==> config.mk <==
export PLATFORM = sky130hd
export DESIGN_NAME = smcg_ctrl
export DESIGN_NICKNAME = d
export VERILOG_FILES = /design/src/design/smcg_pkg.sv /design/src/design/smcg_sync.sv /design/src/design/smcg_ctrl.sv
export SDC_FILE = /design/constraint.sdc
export NUM_CORES = 1
export LEC_CHECK = 0
export CAP_MARGIN = 30
export CORE_MARGIN = 10
export CORE_UTILIZATION = 65
export CTS_BUF_LIST = sky130_fd_sc_hd__clkbuf_4
export CTS_CLUSTER_SIZE = 10
export DETAILED_ROUTE_END_ITERATION = 10
export DONT_BUFFER_PORTS = 1
export PLACE_DENSITY = 0.87
export SYNTH_ARGS = -nofsm -noshare
export SYNTH_HDL_FRONTEND = slang
export SYNTH_HIERARCHICAL = 1
export SYNTH_SLANG_ARGS = --single-unit
==> constraint.sdc <==
create_clock -name core_clk -period 3.48 [get_ports core_clk]
set_input_delay 0.696 -clock core_clk [delete_from_list [all_inputs] [get_ports core_clk]]
set_output_delay 0.696 -clock core_clk [all_outputs]
set_load 0.02 [all_outputs]
==> src/design/smcg_pkg.sv <==
`default_nettype none
package smcg_pkg;
	// sleep mode select encoding
	typedef enum logic [1:0] {
		SMCG_MODE_IDLE = 2'h0,
		SMCG_MODE_NOISE = 2'h1,
		SMCG_MODE_PDOWN = 2'h2,
		SMCG_MODE_STBY = 2'h3
	} smcg_mode_t;

	// control register field positions
	localparam int SMCG_MODE_HI = 6;
	localparam int SMCG_MODE_LO = 5;
	localparam int SMCG_ARM_BIT = 4;
	localparam logic [7:0] SMCG_CTRL_RESET = 8'h00;
	localparam logic [7:0] SMCG_CTRL_WMASK = 8'h70;

	// power reduction register
	localparam logic [7:0] SMCG_PRR_OFFSET = 8'h34;
	localparam logic [7:0] SMCG_PRR_RESET = 8'h00;
	localparam logic [7:0] SMCG_PRR_WMASK = 8'h7F;
	localparam int SMCG_PR_TWI = 6;
	localparam int SMCG_PR_TIM1 = 5;
	localparam int SMCG_PR_TIM0 = 4;
	localparam int SMCG_PR_USI = 3;
	localparam int SMCG_PR_SER1 = 2;
	localparam int SMCG_PR_SER0 = 1;
	localparam int SMCG_PR_ADC = 0;

	// timing, in core_clk cycles
	localparam logic [3:0] SMCG_HOLD_CYCLES = 4'h4;
	localparam logic [3:0] SMCG_STBY_WAKE_CYCLES = 4'h6;
	localparam logic [15:0] SMCG_OSC_START_RESET = 16'h0010;
	localparam logic [3:0] SMCG_SYNC_RESET = 4'h0;
endpackage
`default_nettype wire

==> src/design/smcg_sync.sv <==
`timescale 1ns/1ps
`default_nettype none
// three-stage synchroniser: output changes once stages two and three agree
module smcg_sync #(
	parameter int WIDTH = 1
) (
	// clock and reset
	input wire logic core_clk,
	input wire logic rst,
	// data
	input wire logic [WIDTH-1:0] async_in,
	output logic [WIDTH-1:0] sync_out
);
	logic [WIDTH-1:0] stage1;
	logic [WIDTH-1:0] stage2;
	logic [WIDTH-1:0] stage3;

	always_ff @(posedge core_clk) begin
		if (rst) begin
			stage1 <= '0;
			stage2 <= '0;
			stage3 <= '0;
		end else begin
			stage1 <= async_in;
			stage2 <= stage1;
			stage3 <= stage2;
		end
	end

	always_ff @(posedge core_clk) begin
		if (rst) begin
			sync_out <= '0;
		end else begin
			for (int i = 0; i < WIDTH; i++) begin
				if (stage2[i] == stage3[i]) begin
					sync_out[i] <= stage3[i];
				end
			end
		end
	end
endmodule
`default_nettype wire

==> src/design/smcg_ctrl.sv <==
`timescale 1ns/1ps
`default_nettype none
// How it works
// - idle stops cpu and flash clocks; oscillator, io and converter clocks run.
// - noise mode stops io, cpu and flash; oscillator and converter clock run.
// - power-down stops oscillator and all generated clocks.
// - standby equals power-down but oscillator runs; wake in six cycles.
// - sleep entered only with arm bit set and sleep instruction; mode bits choose.
// - enabled interrupt wakes; cpu held four cycles beyond start-up, then handler.
// - register file and data memory untouched across sleep.
// - reset during sleep wakes and restarts from reset vector.
// - idle accepts every enabled interrupt as wake source.
// - noise mode wake set: resets, level, pin change, converter, memory, serial detectors.
// - power-down and standby ignore converter and memory-ready wake.
// - deeper modes: level irq zero, pin change, watchdog, start frame, start condition, address match only.
// - entering idle or noise mode with converter enabled starts a conversion.
// - comparator disable bit powers comparator down and removes its wake.
// - stopped peripheral freezes, ignores register access, keeps resources.
// - clearing stop bit restarts clock, continuing from frozen state.
// - stop bits act in active and idle; deeper modes stop clocks anyway.
// - converter stays enabled in sleep; first conversion after re-enable is extended.
// - mode field bits 6:5: 0 idle, 1 noise, 2 power-down, 3 standby.
// - power reduction register resets to zero; bit seven reads zero.
module smcg_ctrl #(
	parameter logic [15:0] OSC_START_CYCLES = smcg_pkg::SMCG_OSC_START_RESET
) (
	// clock and reset
	input wire logic core_clk,
	input wire logic rst,
	// control register write port from the core
	input wire logic mcu_ctrl_wr,
	input wire logic [7:0] mcu_ctrl_wdata,
	output logic [7:0] mcu_control_reg,
	// power reduction register port from the core
	input wire logic pr_wr,
	input wire logic [7:0] pr_wdata,
	output logic [7:0] power_reduction_reg,
	// core handshake
	input wire logic sleep_instr,
	output logic cpu_halt,
	output logic sleeping,
	output logic wake_irq,
	output logic wake_reset,
	// converter and comparator
	input wire logic adc_enabled,
	input wire logic comparator_disable_bit,
	output logic adc_start_conv,
	output logic adc_extended_next,
	output logic comparator_power_en,
	// wake sources from pins and asynchronous detectors
	input wire logic external_irq_zero,
	input wire logic pin_change_irq,
	input wire logic wdt_irq,
	input wire logic serial_start_frame,
	input wire logic usi_start_cond,
	input wire logic twi_addr_match,
	// wake sources from synchronous logic
	input wire logic irq_any_enabled,
	input wire logic ext_irq_level_mode,
	input wire logic adc_done_irq,
	input wire logic mem_ready_irq,
	input wire logic comparator_irq,
	// clock domain gates
	output logic osc_en,
	output logic clk_cpu_en,
	output logic clk_flash_en,
	output logic clk_io_en,
	output logic clk_adc_en,
	// per-peripheral clock gates
	output logic clk_twi_en,
	output logic clk_tim1_en,
	output logic clk_tim0_en,
	output logic clk_usi_en,
	output logic clk_ser1_en,
	output logic clk_ser0_en,
	output logic clk_conv_en,
	// register access allowed to peripherals
	output logic [6:0] periph_access_en
);
	typedef enum logic [2:0] {
		SMCG_ACTIVE,
		SMCG_SLEEP,
		SMCG_OSC_WAIT,
		SMCG_HOLD
	} smcg_state_t;

	smcg_state_t state;
	smcg_state_t next_state;
	smcg_pkg::smcg_mode_t mode;
	smcg_pkg::smcg_mode_t slept_mode;
	logic sleep_arm_bit;
	logic [15:0] osc_count;
	logic [3:0] hold_count;
	logic wake_event;
	logic [5:0] async_wake;
	logic pr_gate_active;
	logic adc_was_on;
	logic next_osc_en;
	logic next_io_en;
	logic next_adc_en;

	// ----------------------------------------
	// pin synchronisers
	// ----------------------------------------
	smcg_sync #(
		.WIDTH(6)
	) u_sync (
		.core_clk(core_clk),
		.rst(rst),
		.async_in({external_irq_zero, pin_change_irq, wdt_irq, serial_start_frame, usi_start_cond,
			twi_addr_match}),
		.sync_out(async_wake)
	);

	// ----------------------------------------
	// control registers
	// ----------------------------------------
	assign mode = smcg_pkg::smcg_mode_t'(mcu_control_reg[smcg_pkg::SMCG_MODE_HI:smcg_pkg::SMCG_MODE_LO]);
	assign sleep_arm_bit = mcu_control_reg[smcg_pkg::SMCG_ARM_BIT];

	always_ff @(posedge core_clk) begin
		if (rst) begin
			mcu_control_reg <= smcg_pkg::SMCG_CTRL_RESET;
		end else if (mcu_ctrl_wr) begin
			mcu_control_reg <= mcu_ctrl_wdata & smcg_pkg::SMCG_CTRL_WMASK;
		end
	end

	always_ff @(posedge core_clk) begin
		if (rst) begin
			power_reduction_reg <= smcg_pkg::SMCG_PRR_RESET;
		end else if (pr_wr) begin
			power_reduction_reg <= pr_wdata & smcg_pkg::SMCG_PRR_WMASK;
		end
	end

	// ----------------------------------------
	// wake qualification
	// ----------------------------------------
	always_comb begin
		wake_event = 1'b0;
		unique case (slept_mode)
			smcg_pkg::SMCG_MODE_IDLE: begin
				wake_event = irq_any_enabled | (|async_wake) | adc_done_irq | mem_ready_irq
					| (comparator_irq & ~comparator_disable_bit);
			end
			// deeper modes: irq zero counts only as a level, its edge detector has no clock
			smcg_pkg::SMCG_MODE_NOISE: begin
				wake_event = (async_wake[5] & ext_irq_level_mode) | (|async_wake[4:0])
					| adc_done_irq | mem_ready_irq;
			end
			smcg_pkg::SMCG_MODE_PDOWN, smcg_pkg::SMCG_MODE_STBY: begin
				wake_event = (async_wake[5] & ext_irq_level_mode) | (|async_wake[4:0]);
			end
		endcase
	end

	// ----------------------------------------
	// sleep sequencer
	// ----------------------------------------
	always_comb begin
		next_state = state;
		unique case (state)
			SMCG_ACTIVE: begin
				if (sleep_instr && sleep_arm_bit) begin
					next_state = SMCG_SLEEP;
				end
			end
			SMCG_SLEEP: begin
				if (wake_event) begin
					next_state = (slept_mode == smcg_pkg::SMCG_MODE_PDOWN) ? SMCG_OSC_WAIT : SMCG_HOLD;
				end
			end
			// only power-down restarts the oscillator from cold
			SMCG_OSC_WAIT: begin
				if (osc_count == 16'h0001) begin
					next_state = SMCG_HOLD;
				end
			end
			SMCG_HOLD: begin
				if (hold_count == 4'h1) begin
					next_state = SMCG_ACTIVE;
				end
			end
			default: begin
				next_state = SMCG_ACTIVE;
			end
		endcase
	end

	// reset always returns to active: the core restarts at its reset vector
	always_ff @(posedge core_clk) begin
		if (rst) begin
			state <= SMCG_ACTIVE;
		end else begin
			state <= next_state;
		end
	end

	always_ff @(posedge core_clk) begin
		if (rst) begin
			slept_mode <= smcg_pkg::SMCG_MODE_IDLE;
		end else if (state == SMCG_ACTIVE && next_state == SMCG_SLEEP) begin
			slept_mode <= mode;
		end
	end

	// start-up count: loaded on every wake, counted down only while the oscillator restarts
	always_ff @(posedge core_clk) begin
		if (rst) begin
			osc_count <= 16'h0000;
		end else if (state == SMCG_SLEEP && wake_event) begin
			osc_count <= OSC_START_CYCLES;
		end else if (state == SMCG_OSC_WAIT && osc_count != 16'h0000) begin
			osc_count <= osc_count - 16'h0001;
		end
	end

	// standby: hold stretched so wake finishes in six cycles
	always_ff @(posedge core_clk) begin
		if (rst) begin
			hold_count <= 4'h0;
		end else if (state == SMCG_SLEEP && wake_event) begin
			hold_count <= (slept_mode == smcg_pkg::SMCG_MODE_STBY) ?
				smcg_pkg::SMCG_STBY_WAKE_CYCLES : smcg_pkg::SMCG_HOLD_CYCLES;
		end else if (state == SMCG_HOLD && hold_count != 4'h0) begin
			hold_count <= hold_count - 4'h1;
		end
	end

	always_ff @(posedge core_clk) begin
		if (rst) begin
			wake_irq <= 1'b0;
			wake_reset <= 1'b1;
		end else begin
			wake_irq <= (state == SMCG_HOLD && hold_count == 4'h1);
			wake_reset <= 1'b0;
		end
	end

	// ----------------------------------------
	// clock domain gating
	// ----------------------------------------
	// domain enables for the coming cycle; peripheral gates follow them on the same edge
	always_comb begin
		next_osc_en = 1'b1;
		next_io_en = (next_state != SMCG_OSC_WAIT);
		next_adc_en = (next_state != SMCG_OSC_WAIT);
		if (next_state == SMCG_SLEEP) begin
			// on the entry edge the captured mode is not loaded yet, so the live field decides
			unique case ((state == SMCG_SLEEP) ? slept_mode : mode)
				smcg_pkg::SMCG_MODE_IDLE: begin
					next_osc_en = 1'b1;
					next_io_en = 1'b1;
					next_adc_en = 1'b1;
				end
				smcg_pkg::SMCG_MODE_NOISE: begin
					next_osc_en = 1'b1;
					next_io_en = 1'b0;
					next_adc_en = 1'b1;
				end
				smcg_pkg::SMCG_MODE_PDOWN: begin
					next_osc_en = 1'b0;
					next_io_en = 1'b0;
					next_adc_en = 1'b0;
				end
				smcg_pkg::SMCG_MODE_STBY: begin
					next_osc_en = 1'b1;
					next_io_en = 1'b0;
					next_adc_en = 1'b0;
				end
			endcase
		end
	end

	// only clock enables are gated; storage keeps its contents across sleep
	always_ff @(posedge core_clk) begin
		if (rst) begin
			osc_en <= 1'b1;
			clk_cpu_en <= 1'b1;
			clk_flash_en <= 1'b1;
			clk_io_en <= 1'b1;
			clk_adc_en <= 1'b1;
		end else begin
			osc_en <= next_osc_en;
			clk_cpu_en <= (next_state == SMCG_ACTIVE);
			clk_flash_en <= (next_state == SMCG_ACTIVE);
			clk_io_en <= next_io_en;
			clk_adc_en <= next_adc_en;
		end
	end

	assign sleeping = (state == SMCG_SLEEP);
	assign cpu_halt = (state != SMCG_ACTIVE);

	// ----------------------------------------
	// per-peripheral gating
	// ----------------------------------------
	// stop bits other than the converter's only matter while io clock runs; deeper modes already stop it
	assign pr_gate_active = next_io_en;
	always_ff @(posedge core_clk) begin
		if (rst) begin
			clk_twi_en <= 1'b1;
			clk_tim1_en <= 1'b1;
			clk_tim0_en <= 1'b1;
			clk_usi_en <= 1'b1;
			clk_ser1_en <= 1'b1;
			clk_ser0_en <= 1'b1;
			clk_conv_en <= 1'b1;
			periph_access_en <= 7'h7F;
		end else begin
			clk_twi_en <= pr_gate_active & ~power_reduction_reg[smcg_pkg::SMCG_PR_TWI];
			clk_tim1_en <= pr_gate_active & ~power_reduction_reg[smcg_pkg::SMCG_PR_TIM1];
			clk_tim0_en <= pr_gate_active & ~power_reduction_reg[smcg_pkg::SMCG_PR_TIM0];
			clk_usi_en <= pr_gate_active & ~power_reduction_reg[smcg_pkg::SMCG_PR_USI];
			clk_ser1_en <= pr_gate_active & ~power_reduction_reg[smcg_pkg::SMCG_PR_SER1];
			clk_ser0_en <= pr_gate_active & ~power_reduction_reg[smcg_pkg::SMCG_PR_SER0];
			clk_conv_en <= next_adc_en & ~power_reduction_reg[smcg_pkg::SMCG_PR_ADC];
			periph_access_en <= ~power_reduction_reg[6:0];
		end
	end

	// ----------------------------------------
	// converter and comparator
	// ----------------------------------------
	always_ff @(posedge core_clk) begin
		if (rst) begin
			adc_start_conv <= 1'b0;
			adc_was_on <= 1'b0;
			adc_extended_next <= 1'b1;
			comparator_power_en <= 1'b0;
		end else begin
			adc_start_conv <= (state == SMCG_ACTIVE) && (next_state == SMCG_SLEEP) && adc_enabled
				&& (mode == smcg_pkg::SMCG_MODE_IDLE || mode == smcg_pkg::SMCG_MODE_NOISE);
			adc_was_on <= adc_enabled;
			if (adc_enabled && !adc_was_on) begin
				adc_extended_next <= 1'b1;
			end else if (adc_start_conv) begin
				adc_extended_next <= 1'b0;
			end
			comparator_power_en <= ~comparator_disable_bit;
		end
	end
endmodule
`default_nettype wire

# Yosys cells after proc, flatten, opt, wreduce, memory -nomap -nowiden
# Cells that the tools add are included.
[word_totals]
ff_bits = 83
in_bits = 34
output_inout_bits = 42
elab_cells = 132
[op_classes]
n_addsub = 2
eq_ne = 20
n_mux = 19
n_bitwise = 26
reduce_logical = 31
[op_table]
columns = ["op", "n"]
rows = [
  ["16-bit by 1-bit == test with 1-bit output, second input constant", 1],
  ["16-bit nonzero test", 1],
  ["16-bit by 1-bit subtractor with 16-bit output, second input constant", 1],
  ["3-bit two-way mux", 4],
  ["3-bit case mux with 4 select lines", 1],
  ["2-bit OR reduction", 6],
  ["5-bit two-way mux", 2],
  ["1-bit AND", 9],
  ["1-bit logical AND", 9],
  ["1-bit inverter", 9],
  ["2-bit == test, second input constant", 4],
  ["4-bit two-way mux", 2],
  ["7-bit inverter", 1],
  ["1-bit bitwise OR", 7],
  ["1-bit == test", 6],
  ["2-bit by 1-bit == test with 1-bit output, second input constant", 3],
  ["3-bit by 1-bit == test with 1-bit output, second input constant", 2],
  ["3-bit by 2-bit == test with 1-bit output, second input constant", 2],
  ["2-bit logical NOT", 3],
  ["3-bit logical NOT", 2],
  ["1-bit case mux with 2 select lines", 3],
  ["3-bit OR reduction", 2],
  ["6-bit OR reduction", 1],
  ["5-bit OR reduction", 1],
  ["11 further kinds", 16],
]

# Logic depth before layout (Yosys ltp)
[logic_depth]
word_depth = 12
depth_mapped = 8
mapped_depth_nobuf = 7

# Hierarchy
# The synthesis kept the hierarchy.
[by_module_without_submodules]
columns = ["module", "n_inst", "cells_each", "area_per_inst_um2", "seq_area_each_um2"]
rows = [
  ["smcg_ctrl", 1, 265, 2558.7, 1181.1],
  ["smcg_sync", 1, 62, 720.7, 480.5],
]

# Worst setup path after synthesis
# OpenSTA, ideal clock, no wires.
[synth_path]
path_type = "input to register"
from = "input port comparator_disable_bit"
to = "register clk_ser0_en"
setup_time_ns = 0.137
arrival_ns = 1.930
required_time_ns = 3.343
slack_ns = 1.413
stages = 6
n_path_buf = 1
path_cell_list = "nand2b_1 > a211o_1 > a311o_1 > and4b_1 > buf_6 > nor3b_2"
[synth_via]
elab_chain_cells = 9
word_cells_on_any_way = 10
classes_between = "eq/ne (2); mux (4); bitwise (4)"
[synth_rtl]
columns = ["element", "line", "source"]
rows = [
  ["start: declaration", "smcg_ctrl.sv:46", "input wire logic comparator_disable_bit,"],
  ["1-bit inverter (*)", "smcg_ctrl.sv:145", "| (comparator_irq & ~comparator_disable_bit);"],
  ["1-bit AND (*)", "smcg_ctrl.sv:145", ""],
  ["1-bit bitwise OR (*)", "smcg_ctrl.sv:145", ""],
  ["1-bit case mux with 3 select lines (*)", "smcg_ctrl.sv:142", "unique case (slept_mode)"],
  ["3-bit two-way mux (*)", "smcg_ctrl.sv:170", "if (wake_event) begin"],
  ["3-bit case mux with 4 select lines (*)", "smcg_ctrl.sv:163", "unique case (state)"],
  ["3-bit by 2-bit != test with 1-bit output / 3-bit by 1-bit == test with 1-bit output (equally long branches)", "smcg_ctrl.sv:247, smcg_ctrl.sv:249", ""],
  ["1-bit two-way mux (*)", "smcg_ctrl.sv:249", "if (next_state == SMCG_SLEEP) begin"],
  ["1-bit AND (*)", "smcg_ctrl.sv:317", "clk_ser0_en <= pr_gate_active & ~power_reduction_reg[smcg_pkg::SMCG_PR_SER0];"],
  ["end signal: assignment", "smcg_ctrl.sv:317", ""],
  ["end: declaration", "smcg_ctrl.sv:75", "output logic clk_ser0_en,"],
]
# Mark *: on every way between the ends. The rest lies on a longest branch, timed or not.
# A chain may end at the register's enable or synchronous reset.

# Worst setup path after layout
[layout_path]
from = "register state[2]"
to = "register clk_adc_en"
[layout_via]
elab_chain_cells = 6
word_cells_on_any_way = 20
classes_between = "eq/ne (8); mux (8); reduce/logical (4)"
[layout_rtl]
columns = ["element", "line", "source"]
rows = [
  ["start: declaration", "smcg_ctrl.sv:87", "smcg_state_t state;"],
  ["start signal: assignment", "smcg_ctrl.sv:196", "state <= next_state;"],
  ["3-bit by 1-bit == test with 1-bit output", "smcg_ctrl.sv:163, smcg_ctrl.sv:251", ""],
  ["2-bit two-way mux", "smcg_ctrl.sv:251", "unique case ((state == SMCG_SLEEP) ? slept_mode : mode)"],
  ["2-bit == test (tied with other cells)", "smcg_ctrl.sv:251", ""],
  ["2-bit OR reduction (no line)", "-", ""],
  ["1-bit case mux with 2 select lines", "smcg_ctrl.sv:251", ""],
  ["1-bit two-way mux (*)", "smcg_ctrl.sv:249", ""],
  ["end signal: assignment", "smcg_ctrl.sv:289", "clk_adc_en <= next_adc_en;"],
  ["end: declaration", "smcg_ctrl.sv:68", "output logic clk_adc_en,"],
]
# Marks and branches as above.

==> flow_metrics.py <==
metrics = {
    "status": {
        "status": "complete, no violations",
    },
    "clock_tree": {
        "post_cts.repair.setup_buffers": 0,
        "tritoncts": "built",
        "clkTransAtPathRegs_ns": 0.14,
        "cts.sinks": 83,
        "cts_max_level": 3,
        "clock_tree.root_cell": "sky130_fd_sc_hd__clkbuf_4",
        "cts_hold_buf": 0,
        "clockBufferDepth": 2,
        "insertion_delay_ns": 0.42,
        "cts-resized-gates": 0,
        "numCtsBuffers": 9,
    },
    "critical_path": {
        "setup.worst_path.class": "reg -> reg",
        "startpoint_type": "register",
        "r2r_start": "state[2]$_SDFF_PP0_",
        "worst-endpoint-required_ns": 3.77,
        "critPathCaptureType": "register",
        "critical_path.reg2reg.endpoint": "clk_adc_en$_SDFF_PP1_",
        "critical_path_arrival_ns": 2.67,
        "r2r_cells": 5,
        "crit_path_max_fanout": 9,
        "rrSetupSlack_ns": 1.10,
    },
    "power_and_ir_drop": {
        "power.net_switching_mw": 0.396,
        "clock_power_share": 0.314,
        "peakVddDrop_mv": 0.272,
        "p_sw_frac": 0.256,
        "p_leak_nw": 1.33,
        "p_int_mw": 1.15,
        "power.density_nw_per_um2": 458,
        "sequentialPowerShare": 0.653,
        "design_power_total_mw": 1.55,
        "p_comb_frac": 0.033,
    },
    "final_layout": {
        "instances_no_fill": 397,
        "filler_cells": 378,
        "drive_above_1_share": 0.115,
        "final_core_util": 0.702,
        "area_delta_synth_final_pct": 3.13,
        "nNetsFinal": 364,
        "antenna_cells": 0,
        "largest_register_ff_count": 16,
        "final_area_um2": 3380,
    },
    "global_route": {
        "track_usage": 0.148,
        "grt_first_pass_wirelength_um": 10200,
        "first_global_vias": 2195,
        "grt_antenna_before_repair": 0,
        "gr-total-overflow": 0,
        "grt_start_max_net_pins": 57,
    },
    "floorplanning": {
        "fp.coreArea_um2": 4820,
        "die_height_um": 91.0,
        "io-pin-count": 76,
        "die_footprint_um2": 8290,
        "initial_core_util": 0.681,
        "std_cell_rows": 25,
        "floorplan.die.width_um": 91.0,
    },
    "synth": {
        "synthTopCellsByArea": "sky130_fd_sc_hd__dfxtp_1, sky130_fd_sc_hd__mux2i_1, sky130_fd_sc_hd__nor2_1",
        "syn_avg_cell_area_um2": 10.0,
        "synth.cell_area_um2": 3280,
        "number_of_synthesized_flops_with_an_enable_pin": 0,
        "ys_dominant_reg_cell": "sky130_fd_sc_hd__dfxtp_1",
        "netlist.area_leader.share": 0.507,
        "synth.ff_latch_count": 83,
        "synth_cell_type_count": 58,
        "yosysWarnings": 6,
        "yosys.area.top_type": "sky130_fd_sc_hd__dfxtp_1",
        "synth-seq-area-share": 0.507,
        "async_reset_ff_frac": 0,
        "postSynthCellCount": 327,
    },
    "timing": {
        "holdWs_ns": 0.301,
        "final.min_clock_period_ns": 2.38,
        "max_freq_ghz": 0.419,
        "worstMarginPinSlew_ns": 0.645,
        "worst_slack_ns": 1.10,
        "report.final.hold_viol_count": 0,
        "period_share": 0.685,
        "slew_violations": 0,
        "grt_setup_unrepaired": "no",
        "worst_slew_margin_rel": 0.565,
        "setup-tns-final_ns": 0,
        "timing.clock.skew_ns": 0.0156,
        "timing.final.setup_violations": 0,
    },
    "place": {
        "portBuffers": 0,
        "place.gp.congestion": 0.790,
        "dpl.cell_count": 381,
        "pre_cts_ws_ns": 1.13,
        "dp_hpwl_um": 4480,
        "placedInstanceArea_um2": 3260,
    },
    "routing": {
        "drt-initial-drc-count": 108,
        "drc": 0,
        "routedWlPerCell_um": 15.3,
        "drt-pass1-iter-count": 5,
        "drt.antenna.violating_nets": 0,
        "dr_total_vias": 2210,
        "avgViaCountPerCell": 5.57,
        "routed_wl_um": 6080,
    },
    "hold_path": {
        "hold_path.class": "in -> reg",
        "worstHoldPathCells": 0,
        "whs_endpoint": "wake_reset$_DFF_P_",
        "timing.hold.worst.start": "rst",
    },
    "flow_run": {
        "cap_viol_max_count": 0,
    },
}
Yosys cell counts (5+ instances only):
cell type,n
sky130_fd_sc_hd__nand3_1,7
sky130_fd_sc_hd__dfxtp_1,83
sky130_fd_sc_hd__o21ai_0,9
sky130_fd_sc_hd__nor2b_1,8
sky130_fd_sc_hd__nand2_1,15
sky130_fd_sc_hd__nand2b_1,8
sky130_fd_sc_hd__ha_1,5
sky130_fd_sc_hd__nor2_1,34
sky130_fd_sc_hd__nor2b_2,7
sky130_fd_sc_hd__buf_4,7
sky130_fd_sc_hd__mux2i_1,13
sky130_fd_sc_hd__clkbuf_1,7
sky130_fd_sc_hd__inv_1,12
sky130_fd_sc_hd__or4_1,5
sky130_fd_sc_hd__nor3b_2,6
sky130_fd_sc_hd__xor2_1,9
sky130_fd_sc_hd__a21oi_1,21
power by group through the flow:
stage                     clock network, mW  registers, mW  logic, mW
after detailed placement                  0           1.03     0.0511
after global placement                    0           1.03     0.0491
after CTS                             0.494           1.01     0.0514
after floorplan                           0           1.03     0.0614
after global routing                  0.535           1.02     0.0572
final                                 0.486           1.01     0.0508
critical path, cell delays in order, from the launching register on:
cell and delay, ns:
sky130_fd_sc_hd__dfxtp_1 0.41, sky130_fd_sc_hd__or3b_1 0.52, sky130_fd_sc_hd__a211o_1 0.31, sky130_fd_sc_hd__a311o_1 0.36, sky130_fd_sc_hd__and4b_1 0.56, sky130_fd_sc_hd__a31oi_1 0.09
cell type report:
class | count | area (um^2) | share of cell area
sequential | 83 | 1660 | 0.491
multi-input combinational | 219 | 1470 | 0.435
tap | 67 | 83.8 | 0.0248
clock buffer | 9 | 67.6 | 0.0200
clock inverter | 7 | 51.3 | 0.0152
inverter | 12 | 45.0 | 0.0133
worst max path at each step:
stage | start | to | slack [ns] | cells past startpoint
3_3_place_gp | state[2]$_SDFF_PP0_ | clk_ser0_en$_SDFF_PP1_ | 1.16 | 5
4_1_cts | state[2]$_SDFF_PP0_ | clk_adc_en$_SDFF_PP1_ | 1.10 | 5
5_1_grt | state[2]$_SDFF_PP0_ | clk_ser1_en$_SDFF_PP1_ | 0.94 | 6
6_report | state[2]$_SDFF_PP0_ | clk_adc_en$_SDFF_PP1_ | 1.10 | 5
3_5_place_dp | state[0]$_SDFF_PP0_ | clk_tim1_en$_SDFF_PP1_ | 1.13 | 5
2_1_floorplan | comparator_disable_bit | clk_ser0_en$_SDFF_PP1_ | 1.41 | 6
cell usage in the layout (no fill, tap or decap), drive strengths merged, types with 9 or more instances in the layout:
| cell | n |
|---|---|
| inv | 15 |
| dfxtp | 83 |
| nor3b | 9 |
| xor2 | 9 |
| nand2 | 15 |
| clkbuf | 9 |
| nor2 | 34 |
| nor2b | 15 |
| a21oi | 21 |
| o21ai | 13 |
| mux2i | 13 |
cell families after synthesis:
logic type | count (synthesis) | synth area share
xor+xnor | 11 | 0.0294
simple gates | 127 | 0.238
flops | 83 | 0.507
compound gates | 56 | 0.114
fa+ha+maj | 5 | 0.0191
buf+inv | 31 | 0.0511
mux | 13 | 0.0397
other cells | 1 | 0.00114
layer usage:
metal  global-route usage  vias to the layer above  part of all wire
met5                    0                        -                 0
met4               0.0614                        0             0.019
met3               0.0626                       14             0.070
met2                0.246                       66              0.50
met1                0.162                     1017              0.41
li1                     -                     1113                 -
No activity file was read; power rests on OpenSTA's default activity.
